**config.mk**
```make
export PLATFORM = sky130hd
export DESIGN_NAME = shd_flow_ctl
export DESIGN_NICKNAME = d
export VERILOG_FILES = /design/src/rtl/shd_pkg.sv /design/src/rtl/shd_flow_ctl.sv
export SDC_FILE = /design/constraint.sdc
export NUM_CORES = 1
export LEC_CHECK = 0
export ABC_AREA = 1
export ABC_CLOCK_PERIOD_IN_PS = 2600
export BUFFER_PORTS_ARGS = -buffer_cell sky130_fd_sc_hd__buf_2
export CAP_MARGIN = 20
export CORE_UTILIZATION = 45
export CTS_CLUSTER_DIAMETER = 80
export CTS_CLUSTER_SIZE = 14
export DETAILED_ROUTE_END_ITERATION = 10
export GPL_ROUTABILITY_DRIVEN = 0
export HOLD_SLACK_MARGIN = 0.08
export PLACE_DENSITY = 0.67
export SLEW_MARGIN = 20
export SYNTH_ARGS = -nofsm -noshare
export SYNTH_HDL_FRONTEND = slang
export SYNTH_SLANG_ARGS = --single-unit
```
**constraint.sdc**
```tcl
create_clock -name mclk -period 2.6 [get_ports mclk]
set_input_delay 0 -clock mclk [delete_from_list [all_inputs] [get_ports mclk]]
set_output_delay 0 -clock mclk [all_outputs]
set_load 0.005 [all_outputs]
```
**src/rtl/shd_pkg.sv**
```systemverilog
// ****************************************************************
// Overview of operation
// - Request/clear mode runs half duplex, never sending and receiving together.
// - Terminal raises request-to-send when it has data for the device.
// - Synchronous channel in request/clear mode grants clear-to-send only with block length free.
// - Message channel in request/clear mode grants clear-to-send only with 32 characters free.
// - In request/clear mode, no data goes toward the terminal while its request-to-send stands.
// - In request/clear mode, clear-to-send rests low, raised only to answer request-to-send.
// - In request/clear mode, clear-to-send drops once the terminal drops request-to-send.
// - Inbound frame header is decoded for size and checked against space.
// - Clear-to-send drops whenever space is short for a frame, or for a block in request/clear mode.
// - Message channel holds clear-to-send low until aggregate link is up.
// - Data-set-ready is held high.
// - Carrier detect is high only while the device sends to the terminal in request/clear mode, and held high with no flow control.
// - Ring indicator is held low.
// - Message channel: request/clear selects half duplex, none full duplex.
// - Synchronous channel with no flow control holds clear-to-send high.
// ****************************************************************
package shd_pkg;

   // ****************************************************************
   // Sizes and thresholds
   // ****************************************************************
   localparam int                  SHD_DW           = 8;   // Character width
   localparam int                  SHD_CW           = 16;  // Character count width
   localparam logic [SHD_CW-1:0]   SHD_MSG_MIN_FREE = 16'h0020; // 32 characters
   localparam int                  SHD_FIFO_DEPTH   = 2;
   // Header bytes carrying the frame length (low byte, then six high bits)
   localparam logic [1:0]          SHD_HDR_IDX_LO   = 2'h1;
   localparam logic [1:0]          SHD_HDR_IDX_HI   = 2'h2;
   localparam int                  SHD_HDR_HI_BITS  = 6;

   // ****************************************************************
   // Carrier types
   // ****************************************************************
   typedef struct packed {
      logic              msg_chan;    // 1: message protocol, 0: synchronous
      logic              flow_reqclr; // 1: request/clear, 0: none
      logic              link_up;     // Aggregate link established
      logic [SHD_CW-1:0] block_len;   // Configured block length
   } shd_cfg_t;

   typedef struct packed {
      logic cts;
      logic dsr;
      logic carrier_detect_out;
      logic ri;
   } shd_modem_t;

   typedef enum logic [1:0] {
      SHD_IDLE,
      SHD_GRANT,
      SHD_SEND
   } shd_state_t;

endpackage : shd_pkg

```
**src/rtl/shd_flow_ctl.sv**
```systemverilog
`timescale 1ns/1ps
module shd_flow_ctl #(
   parameter int DW = shd_pkg::SHD_DW,
   parameter int CW = shd_pkg::SHD_CW
) (
   // Clock and reset
   input  wire logic                 mclk,
   input  wire logic                 sys_rst,
   // Channel configuration and buffer state
   input  wire shd_pkg::shd_cfg_t    cfg,
   input  wire logic [CW-1:0]        free_space,
   // Modem lines from and to the terminal
   input  wire logic                 rts,
   output logic                      cts,
   output logic                      dsr,
   output logic                      carrier_detect_out,
   output logic                      ri,
   // Outbound words from the multiplexer
   input  wire logic                 src_valid,
   input  wire logic [DW-1:0]        src_data,
   output logic                      src_ready,
   // Outbound words to the terminal
   output logic                      tx_valid,
   output logic [DW-1:0]             tx_data,
   input  wire logic                 tx_ready,
   // Inbound words from the terminal
   input  wire logic                 rx_valid,
   input  wire logic [DW-1:0]        rx_data,
   input  wire logic                 rx_last,
   // Inbound words to the multiplexer
   output logic                      rcv_valid,
   output logic [DW-1:0]             rcv_data,
   output logic                      rcv_last
);
   import shd_pkg::*;

   // ****************************************************************
   // State record
   // ****************************************************************
   typedef struct packed {
      shd_state_t                  state;
      shd_modem_t                  modem;
      logic [SHD_FIFO_DEPTH-1:0][DW-1:0] mem;
      logic                        wp;
      logic                        rp;
      logic [1:0]                  cnt;
      logic                        src_ready;
      logic                        tx_valid;
      logic [DW-1:0]               tx_data;
      logic                        rcv_valid;
      logic [DW-1:0]               rcv_data;
      logic                        rcv_last;
      logic [1:0]                  hdr_idx;
      logic [DW-1:0]               hdr_lo;
      logic [CW-1:0]               need;
      logic                        short;
   } shd_reg_t;

   shd_reg_t st_r;
   shd_reg_t st_nxt;

   logic     push;
   logic     pop;
   logic     rx_take;
   logic     space_ok;
   logic     send_ok;
   logic [1:0] cnt_pop;

   // ****************************************************************
   // Next-state logic
   // ****************************************************************
   always_comb begin
      st_nxt  = st_r;
      push    = src_valid && st_r.src_ready;
      pop     = st_r.tx_valid && tx_ready;
      // Inbound words only count while the line is granted
      rx_take = rx_valid && st_r.modem.cts;
      cnt_pop = st_r.cnt - {1'b0, pop};

      // Two-entry outbound buffer
      if (push) begin
         st_nxt.mem[st_r.wp] = src_data;
         st_nxt.wp           = ~st_r.wp;
      end
      if (pop) begin
         st_nxt.rp = ~st_r.rp;
      end
      st_nxt.cnt       = cnt_pop + {1'b0, push};
      // Ready is registered; it only promises room the next cycle holds
      st_nxt.src_ready = (st_nxt.cnt != 2'(SHD_FIFO_DEPTH));

      // Header decode of message frames
      if (rx_take) begin
         if (rx_last) begin
            st_nxt.hdr_idx = 2'h0;
         end else if (st_r.hdr_idx != 2'h3) begin
            st_nxt.hdr_idx = st_r.hdr_idx + 2'h1;
         end
         if (st_r.hdr_idx == SHD_HDR_IDX_LO) begin
            st_nxt.hdr_lo = rx_data;
         end
      end
      // Shortage clears at frame end or once space has freed up
      if ((rx_take && rx_last) || (free_space >= st_r.need)) begin
         st_nxt.short = 1'b0;
      end
      // Set wins over clear in the same cycle
      if (cfg.msg_chan && rx_take && (st_r.hdr_idx == SHD_HDR_IDX_HI)) begin
         st_nxt.need = CW'({rx_data[SHD_HDR_HI_BITS-1:0], st_r.hdr_lo});
         if (CW'({rx_data[SHD_HDR_HI_BITS-1:0], st_r.hdr_lo}) > free_space) begin
            st_nxt.short = 1'b1;
         end
      end

      // Space test for a new grant
      if (cfg.msg_chan) begin
         space_ok = (free_space >= SHD_MSG_MIN_FREE) && cfg.link_up && !st_nxt.short;
      end else begin
         space_ok = (free_space >= cfg.block_len);
      end

      // Line ownership in request/clear mode
      if (cfg.flow_reqclr) begin
         case (st_r.state)
            SHD_IDLE: begin
               if (rts && space_ok) begin
                  st_nxt.state = SHD_GRANT;
               end else if (!rts && (cnt_pop != 2'h0 || push)) begin
                  st_nxt.state = SHD_SEND;
               end
            end
            SHD_GRANT: begin
               if (!rts || !space_ok) begin
                  st_nxt.state = SHD_IDLE;
               end
            end
            SHD_SEND: begin
               // Terminal request takes the line back at once
               if (rts) begin
                  st_nxt.state = SHD_IDLE;
               end else if (st_nxt.cnt == 2'h0) begin
                  st_nxt.state = SHD_IDLE;
               end
            end
            default: begin
               st_nxt.state = SHD_IDLE;
            end
         endcase
         send_ok = (st_nxt.state == SHD_SEND) && !rts;
      end else begin
         st_nxt.state = SHD_IDLE;
         send_ok      = 1'b1;
      end

      // Head of buffer presented to the terminal
      st_nxt.tx_valid = send_ok && (st_nxt.cnt != 2'h0);
      if (push && cnt_pop == 2'h0) begin
         st_nxt.tx_data = src_data;
      end else begin
         st_nxt.tx_data = st_r.mem[st_nxt.rp];
      end

      // Modem outputs
      st_nxt.modem.dsr = 1'b1;
      st_nxt.modem.ri  = 1'b0;
      if (cfg.flow_reqclr) begin
         st_nxt.modem.cts                = (st_nxt.state == SHD_GRANT);
         st_nxt.modem.carrier_detect_out = st_nxt.tx_valid;
      end else if (cfg.msg_chan) begin
         // Full duplex still guards against frames with no room
         st_nxt.modem.cts                = cfg.link_up && !st_nxt.short;
         st_nxt.modem.carrier_detect_out = 1'b1;
      end else begin
         st_nxt.modem.cts                = 1'b1;
         st_nxt.modem.carrier_detect_out = 1'b1;
      end

      // Inbound words forwarded one cycle later
      st_nxt.rcv_valid = rx_take;
      st_nxt.rcv_data  = rx_take ? rx_data : st_r.rcv_data;
      st_nxt.rcv_last  = rx_take && rx_last;
   end

   // ****************************************************************
   // State register
   // ****************************************************************
   always_ff @(posedge mclk or posedge sys_rst) begin
      if (sys_rst) begin
         st_r <= '0;
      end else begin
         st_r <= st_nxt;
      end
   end

   // Outputs straight from the state record
   assign cts                = st_r.modem.cts;
   assign dsr                = st_r.modem.dsr;
   assign carrier_detect_out = st_r.modem.carrier_detect_out;
   assign ri                 = st_r.modem.ri;
   assign src_ready          = st_r.src_ready;
   assign tx_valid           = st_r.tx_valid;
   assign tx_data            = st_r.tx_data;
   assign rcv_valid          = st_r.rcv_valid;
   assign rcv_data           = st_r.rcv_data;
   assign rcv_last           = st_r.rcv_last;

   // ****************************************************************
   // Checks
   // ****************************************************************
   property p_half_duplex;
      @(posedge mclk) disable iff (sys_rst)
      cfg.flow_reqclr |=> !(cts && tx_valid);
   endproperty
   a_half_duplex: assert property (p_half_duplex)
      else $error("grant and transmit overlap");

   property p_rts_stops_tx;
      @(posedge mclk) disable iff (sys_rst)
      (cfg.flow_reqclr && rts) |=> !tx_valid;
   endproperty
   a_rts_stops_tx: assert property (p_rts_stops_tx)
      else $error("word offered while request stands");

   property p_cts_answers_rts;
      @(posedge mclk) disable iff (sys_rst)
      (cfg.flow_reqclr && $rose(cts)) |-> $past(rts);
   endproperty
   a_cts_answers_rts: assert property (p_cts_answers_rts)
      else $error("clear raised without request");

   property p_cts_drops;
      @(posedge mclk) disable iff (sys_rst)
      (cfg.flow_reqclr && !rts) |=> !cts;
   endproperty
   a_cts_drops: assert property (p_cts_drops)
      else $error("clear held after request dropped");

   property p_sync_space;
      @(posedge mclk) disable iff (sys_rst)
      (cfg.flow_reqclr && !cfg.msg_chan && free_space < cfg.block_len) |=> !cts;
   endproperty
   a_sync_space: assert property (p_sync_space)
      else $error("clear with less than a block free");

   property p_msg_space;
      @(posedge mclk) disable iff (sys_rst)
      (cfg.flow_reqclr && cfg.msg_chan && free_space < SHD_MSG_MIN_FREE) |=> !cts;
   endproperty
   a_msg_space: assert property (p_msg_space)
      else $error("clear with under 32 free");

   property p_link_first;
      @(posedge mclk) disable iff (sys_rst)
      (cfg.msg_chan && !cfg.link_up) |=> !cts;
   endproperty
   a_link_first: assert property (p_link_first)
      else $error("clear before aggregate link");

   property p_frame_short;
      @(posedge mclk) disable iff (sys_rst)
      (cfg.msg_chan && rx_valid && cts && !rx_last && st_r.hdr_idx == SHD_HDR_IDX_HI
       && CW'({rx_data[SHD_HDR_HI_BITS-1:0], st_r.hdr_lo}) > free_space) |=> !cts;
   endproperty
   a_frame_short: assert property (p_frame_short)
      else $error("clear kept for oversize frame");

   property p_carrier;
      @(posedge mclk) disable iff (sys_rst)
      cfg.flow_reqclr |=> (carrier_detect_out == tx_valid);
   endproperty
   a_carrier: assert property (p_carrier)
      else $error("carrier not tied to transmit");

   property p_fixed_lines;
      @(posedge mclk) disable iff (sys_rst)
      1'b1 |=> (dsr && !ri);
   endproperty
   a_fixed_lines: assert property (p_fixed_lines)
      else $error("fixed modem line wrong");

   property p_sync_none;
      @(posedge mclk) disable iff (sys_rst)
      (!cfg.flow_reqclr && !cfg.msg_chan) |=> cts;
   endproperty
   a_sync_none: assert property (p_sync_none)
      else $error("clear low with no flow control");

   property p_msg_full;
      @(posedge mclk) disable iff (sys_rst)
      (!cfg.flow_reqclr && cfg.msg_chan && cfg.link_up && !st_nxt.short) |=> cts;
   endproperty
   a_msg_full: assert property (p_msg_full)
      else $error("full duplex clear missing");

endmodule : shd_flow_ctl

```
== Word level (Yosys, flattened, before mapping) ==
Index checks and enable logic that the tools add are counted.
Word-level totals
  bits in registers: 70
  output and inout bits: 24
Operators by class
  add/subtract/negate cells: 3
  order comparisons: 7
  eq/ne operators: 8
  mux-type cells: 25
  bitwise gates (word level): 2
  reduce and logical (&&, ||, !) cells: 29
Operators with widths (number)
  two-way mux 8 bit: 4
  two-way mux 2 bit: 9
  bitwise mux 16 bit: 1
  >= comparator 16 x 14 -> 1 bit: 1
  >= comparator 16 bit: 1
  >= comparator 16 x 6 -> 1 bit (second input constant): 1
  greater-than comparator 14 x 16 -> 1 bit: 1
  logical AND 1 bit: 15
  two-way mux 1 bit: 9
  demux 8 bit (select 1 bit): 1
  == test 2 x 1 -> 1 bit (second input constant): 3
  == test 2 bit (second input constant): 3
  zero test 2 bit: 3
  case mux 2 bit (3 select lines): 1
  nonzero test 2 bit: 3
  less-than comparator 1 x 2 -> 1 bit (second input constant): 2
  inequality test 2 bit (second input constant): 2
  AND reduction 2 bit: 2
  zero test 1 bit: 3
  logical OR 1 bit: 3
  adder 2 x 1 -> 2 bit: 1
  adder 2 x 1 -> 2 bit (second input constant): 1
  inverter 1 bit: 2
  subtractor 2 x 1 -> 2 bit: 1
  >= comparator 1 bit (second input constant): 1

== Longest topological paths before layout ==
Gate-level depths: netlist of the first run.
  depth in word-level cells: 19
  gate-level depth with buffers: 15

== Least setup slack after synthesis of the first run ==
OpenSTA, ideal clock, no wires.
  path kind: reg2reg
  from: register st_r, in the netlist tx_valid
  to: register st_r[72] in the netlist's numbering
  setup time: 128 ps
  arrival: 1442 ps
  data required time: 2472 ps
  path slack: 1030 ps
  stages on the path, launching flop included: 10
  path buffers: 0
  clock period less this slack: 1570 ps
  cells stage by stage: dfrtp_1 -> nand2_1 -> inv_2 -> ha_1 -> inv_1 -> ha_1 -> xor2_1 -> inv_2 -> nor2_2 -> a211oi_2
RTL lines
  from (decl): line shd_flow_ctl.sv:59  | shd_reg_t st_r;
  from (signal assigned): line shd_flow_ctl.sv:191  | st_r <= st_nxt;

==> results of run 1 <==
cells in the mapped netlist, types with 2 or more instances:
library cell / count
a211oi_2: 2
a31oi_1: 10
nor3_2: 3
nor2_2: 3
nand2_2: 5
or2_1: 3
nand4_1: 3
o21ai_1: 35
nor2_1: 22
buf_4: 18
nand3_2: 2
conb_1: 2
dfrtp_1: 70
buf_2: 5
a21oi_1: 21
o21ai_0: 17
nor4_1: 2
ha_1: 49
inv_2: 6
inv_1: 82
nand2_1: 119
nand3_1: 3
nor3_1: 3
cell type report:
class	instances	area, um2
fillers	810	3817
multi-input cells	312	1866
flip-flops and latches	70	1752
repair buffers	108	675.6
inverters	89	334.1
well taps	108	135.1
clock buffers	9	123.9
clock inverters	7	102.6
state kept, by name, indices dropped and copies added, names as in the netlist:
name,cells
tx_valid,1
cts,1
rcv_valid,1
rcv_data,8
tx_data,8
st_r,47
dsr,1
carrier_detect_out,1
src_ready,1
rcv_last,1
cell usage in the layout, fill, tap and decap left out, types with 5 or more instances in the layout:
cell,Yosys,routed
clkbuf_8,0,9
dfrtp_1,70,70
ha_1,49,49
nand2_2,5,5
nand2_1,119,119
inv_1,82,81
dlygate4sd3_1,0,26
o21ai_1,35,35
a21oi_1,21,21
a31oi_1,10,10
nor2_1,22,22
o21ai_0,17,17
buf_2,5,80
inv_2,6,7
per-layer routing:
layer  share of wire  vias up  GRT usage
met2            0.49       69     0.3382
li1                -     1753          -
met3           0.045       12    0.04295
met5               0        -          0
met4           0.012        0    0.05711
met1            0.45     1576     0.2483
final timing paths:
kind,endpoint,cells past startpoint,slack (ns),start
worst max register to register,carrier_detect_out$_DFF_PP0_,10,0.38,tx_valid$_DFF_PP0_
worst max-delay path,carrier_detect_out$_DFF_PP0_,10,0.38,tx_valid$_DFF_PP0_
worst min-delay path,st_r[0]$_DFF_PP0_,6,0.09,free_space[15]
worst min register to register,st_r[72]$_DFF_PP0_,1,0.47,st_r[72]$_DFF_PP0_
min in group asynchronous,st_r[20]$_DFFE_PP0P_,4,0.30,sys_rst
max in group asynchronous,st_r[5]$_DFFE_PP0P_,4,1.98,sys_rst
worst min-delay path, cell delays in order:
cell and delay [ns]:
buf_2 0.10, nor2_2 0.05, nand3b_1 0.09, a211oi_2 0.04, nand2_2 0.07, nand2_1 0.05
cell families after synthesis:
kind of cell / after synthesis / share of synthesized area
buffers and inverters: 114 / 0.1234
AND/OR/NAND/NOR: 170 / 0.1780
AO/OA/AOI/OAI: 89 / 0.1176
adder cells (fa/ha/maj): 49 / 0.1486
XOR/XNOR: 2 / 0.006066
flip-flops: 70 / 0.4245
other: 2 / 0.001820
per-stage QoR:
step | worst slack (ns) | hold WS, ns | total power [mW]
finish | 0.3782 | 0.08770 | 4.324
global placement | 1.001 | 0.1271 | 3.249
detailed placement | 0.9286 | 0.1323 | 3.331
floorplan | 0.8318 | 0.08610 | 2.977
CTS | 0.3807 | 0.08515 | 4.370
global route | 0.2363 | 0.09961 | 4.713
report_power, final:
group / leakage [nW] / internal [mW] / switching (mW) / total, mW
clock network: 0.111 / 0.552 / 0.436 / 0.987
logic: 1.76 / 0.680 / 0.910 / 1.59
registers: 0.868 / 1.52 / 0.223 / 1.75
total: 2.74 / 2.76 / 1.57 / 4.32
==> impl_metrics.tcl, run 1 <==
set metrics [dict create \
    cts-root-buf "clkbuf_8" \
    cp_cell_sequence "nand2_1 -> inv_2 -> ha_1 -> inv_1 -> ha_1 -> xor2_1 -> inv_2 -> nor2_2 -> o21ai_1 -> dlygate4sd3_1" \
    crit_path_end_kind "flip-flop" \
    nets 697 \
    power.density_mw_per_mm2 866.7 \
    syn_area_mm2 0.004126 \
    tns_ns 0 \
    grt_max_degree 38 \
    synth_cell_type_count 34 \
    clkTransAtPathRegs_ns 0.08 \
    drive_above_1_share 0.2067 \
    initial_core_util 0.4686 \
    drt_pass1_iterations 9 \
    placed_area_mm2 0.004502 \
    cts_setup_buffers 0 \
    syn_nets 603 \
    synth_edf_count 0 \
    rsz0062_at_grt "false" \
    diodes 0 \
    rows 34 \
    clock_latency_ns 0.34 \
    design_area_mm2 0.004989 \
    ys_warn_count 0 \
    syn_to_final_growth_pct 20.89 \
    htree_levels 3 \
    yosysSeqAreaShare 0.4245 \
    cp_slowest_stage_delay_ns 0.56 \
    final_cells 703 \
    hold_viol_final 0 \
    skew_ns 0.009844 \
    cts_buffer_depth 2 \
    p_leak_nw 2.743 \
    antenna_found_initial 0 \
    status "finished, violations left" \
    irDropWorstVdd_mv 0.5165 \
    fin_util 0.5665 \
    fmax_mhz 450.1 \
    dp_hpwl_mm 6.680 \
    slew_violations 0 \
    wl_per_cell_um 12.43 \
    async_flop_share 1.000 \
    violations "DRC" \
    period_minus_slack_ns 2.222 \
    cp.required_ns 2.83 \
    cts-resized-gates 0 \
    synth_area_leaders "dfrtp_1 (42%), ha_1 (15%), nand2_1 (11%)" \
    grt_pass1_wl_mm 14.91 \
    critPathSlowestCell "dlygate4sd3_1" \
    cts_hold_buf 26 \
    cts_tree "done" \
    die-area_mm2 0.009557 \
    worstPathArrival_ns 2.45 \
    cap_violations 0 \
    track_usage 0.1964 \
    drtIter0Drc 125 \
    crit_fanout 3 \
    pin_count 82 \
    crit_family "buffers and inverters" \
    synth_top_cell_by_area "dfrtp_1" \
    grt_pass1_vias 3339 \
    cts_num_sinks 70 \
    slew-limit-headroom 0.6079 \
    dp_cells 661 \
    tightest_slew_ns 0.5882 \
    syn_inst 496 \
    numCtsBuffers 9 \
    syn_area_per_cell_um2 8.319 \
    synth.top_cell.area_share 0.4245 \
    grt_overflow 0 \
    synthFlopType "dfrtp_1" \
    vias 3410 \
    min_path_type "input port to flip-flop" \
    postRouteAntennaNets 0 \
    die_y_um 97.76 \
    vias_per_cell 4.851 \
    setup_viol 0 \
    die-width_um 97.76 \
    path_buf_inv 4 \
    crit_type "flip-flop to flip-flop" \
    period_share 0.8545 \
    start_kind "flip-flop" \
    portBuffers 80 \
    core_area_mm2 0.008806 \
    drt_wl_total_mm 8.741 \
    drcViolationCount 10 \
    synth-seq-cells 70 \
]
No activity file was read; power rests on OpenSTA's default activity.
==> run 2: changes to the inputs <==
--- a/config.mk
+++ b/config.mk
@@ -9,6 +9,7 @@
 export ABC_CLOCK_PERIOD_IN_PS = 2600
 export BUFFER_PORTS_ARGS = -buffer_cell sky130_fd_sc_hd__buf_2
 export CAP_MARGIN = 20
+export CORE_MARGIN = 10
 export CORE_UTILIZATION = 45
 export CTS_CLUSTER_DIAMETER = 80
 export CTS_CLUSTER_SIZE = 14
==> run 2 against run 1 <==
Against the previous run:
- core utilization is 0.099 points lower
- combinational power about the same
- the flow now finishes without violations
- largest cell class unchanged
- critical path type unchanged
- design area decreased by 0.18%
- non-clock buffer count shrank 2
- highest routed layer unchanged
- die area grew 40%
- global-route usage decreased by 4.8 points
==> impl_metrics.tcl, run 2 (synthesis gave the netlist of run 1 again) <==
set metrics [dict create \
    drt_pass1_iterations 4 \
    numCtsBuffers 9 \
    hold-path-endpoint "st_r[0]$_DFF_PP0_" \
    dp_cells 660 \
    design_area_mm2 0.004980 \
    htree_levels 3 \
    syn_to_final_growth_pct 20.68 \
    drcViolationCount 0 \
    final_cell_mix "nand2_1 (119), inv_1 (81), buf_2 (80)" \
    placed_area_mm2 0.004507 \
    die-width_um 115.8 \
    cts_num_sinks 70 \
    min_path_type "input port to flip-flop" \
    cts-root-buf "clkbuf_8" \
    nets 695 \
    irDropWorstVdd_mv 0.4073 \
    final_cells 701 \
    portBuffers 80 \
    grt_pass1_vias 3502 \
    final_common_cell "nand2_1" \
    largest_reg_flops 47 \
    p_sw_mw 1.564 \
    hold_viol_final 0 \
    period_minus_slack_ns 2.194 \
    cp_cell_sequence "nand2_1 -> inv_2 -> ha_1 -> inv_1 -> ha_1 -> xor2_1 -> inv_2 -> nor2_2 -> o21ai_1 -> dlygate4sd3_1" \
    cts_tree "done" \
    comb_power_share 0.368 \
    postRouteAntennaNets 0 \
    cts_setup_buffers 0 \
    clkTransAtPathRegs_ns 0.08 \
    holdCritStartpoint "free_space[14]" \
    cap_violations 0 \
    worstRegToRegCells 10 \
    worstPathArrival_ns 2.42 \
    cts_buffer_depth 2 \
    drt_wl_total_mm 9.378 \
    wl_per_cell_um 13.38 \
    critPathSlowestCell "dlygate4sd3_1" \
    skew_ns 0.009283 \
    drive_above_1_share 0.2040 \
    seq_power_share 0.406 \
    tightest_slew_ns 0.7025 \
    fin_ws_ns 0.4058 \
    vias 3341 \
    switching_share 0.3624 \
    r2r_slack_ns 0.41 \
    dp_hpwl_mm 7.247 \
    p_clk_frac 0.226 \
    grt_pass1_wl_mm 16.17 \
    initial_core_util 0.4686 \
    die-area_mm2 0.01340 \
    whs_path_depth 6 \
    fill_cells 806 \
    status "finished, final reports clean" \
    p_leak_nw 2.741 \
    rr_startpoint "tx_valid$_DFF_PP0_" \
    antenna_found_initial 0 \
    cp.required_ns 2.82 \
    crit_type "flip-flop to flip-flop" \
    cp_slowest_stage_delay_ns 0.55 \
    power.density_mw_per_mm2 866.5 \
    diodes 0 \
    setup_viol 0 \
    track_usage 0.1483 \
    top_register "st_r" \
    drtIter0Drc 142 \
    die_y_um 115.8 \
    period_share 0.8439 \
    place_ws_ns 0.9541 \
    regArea_mm2 0.001752 \
    slew_violations 0 \
    crit_fanout 3 \
    crit_start "tx_valid$_DFF_PP0_" \
    core_area_mm2 0.008806 \
    reg2reg_to "carrier_detect_out$_DFF_PP0_" \
    pin_count 82 \
    tns_ns 0 \
    fmax_mhz 455.8 \
    slew-limit-headroom 0.5310 \
    p_int_mw 2.751 \
    grt_max_degree 40 \
    vias_per_cell 4.766 \
    multi_input_area_mm2 0.001866 \
    grt_overflow 0 \
    start_kind "flip-flop" \
    crit_path_end_kind "flip-flop" \
    rsz0062_at_grt "false" \
    rows 34 \
    power_mw 4.315 \
    clock_latency_ns 0.34 \
]
run 2: changes by cell type in the layout (fill, tap and decap cells not counted):
cell	previous run	this run
buf_4	2	0
clkinv_4	1	3
inv_6	3	1
buf_12	0	1
clkbuf_1	0	1
clkinvlp_4	1	0
dlygate4sd3_1	26	25
run 2: how the worst max path moves through the flow:
| stage | cells after the start | endpoint | slack, ns |
|---|---|---|---|
| after floorplan | 1 | carrier_detect_out$_DFF_PP0_ | 0.83 |
| after global placement | 10 | cts$_DFF_PP0_ | 0.93 |
| after detailed placement | 9 | st_r[72]$_DFF_PP0_ | 0.95 |
| after CTS | 10 | carrier_detect_out$_DFF_PP0_ | 0.41 |
| after global routing | 10 | carrier_detect_out$_DFF_PP0_ | 0.25 |
| final | 10 | carrier_detect_out$_DFF_PP0_ | 0.41 |
run 2: power groups by stage:
stage | Combinational (mW) | Sequential (mW) | Clock [mW]
after CTS | 1.62 | 1.75 | 1.00
after floorplan | 1.27 | 1.70 | 0
final | 1.59 | 1.75 | 0.976
after global routing | 1.87 | 1.81 | 1.04
after detailed placement | 1.57 | 1.77 | 0
after global placement | 1.51 | 1.76 | 0
run 2: per-stage QoR:
stage,utilization,hold WS [ns]
after floorplan,-,0.08610
after global placement,0.5118,0.1558
after detailed placement,0.5118,0.1624
after CTS,0.5655,0.08637
after global routing,0.5655,0.1135
final,0.5655,0.1055
run 2: critical path, delay by kind of cell (launching register included):
family,cells,cell delay (ns)
xor gates and xnor gates,1,0.21
DFF,1,0.37
and+or+nand+nor,2,0.22
buffers and inverters,4,0.71
adders and majority gates,2,0.49
AOI/OAI and AO/OA,1,0.07
run 2: metal layers:
metal  vias up  share of wire  global-route usage
met5         -              0                   0
met4         0          0.013             0.03837
met3        11          0.041             0.04289
met2        51           0.50              0.2567
met1      1533           0.45              0.1765
li1       1746              -                   -
run 2: timing repair:
| action | CTS | global route |
|---|---|---|
| hold buffers | 25 | 0 |
| resized for setup | 0 | 0 |
| hold endpoints to repair | 86 | 0 |
run 2: final cells by class:
class                   instances  share of cell area
multi-input cells             312              0.3746
flip-flops and latches         70              0.3518
repair buffers                106              0.1347
inverters                      89             0.06709
well taps                     108             0.02714
clock buffers                  10             0.02563
clock inverters                 6             0.01910
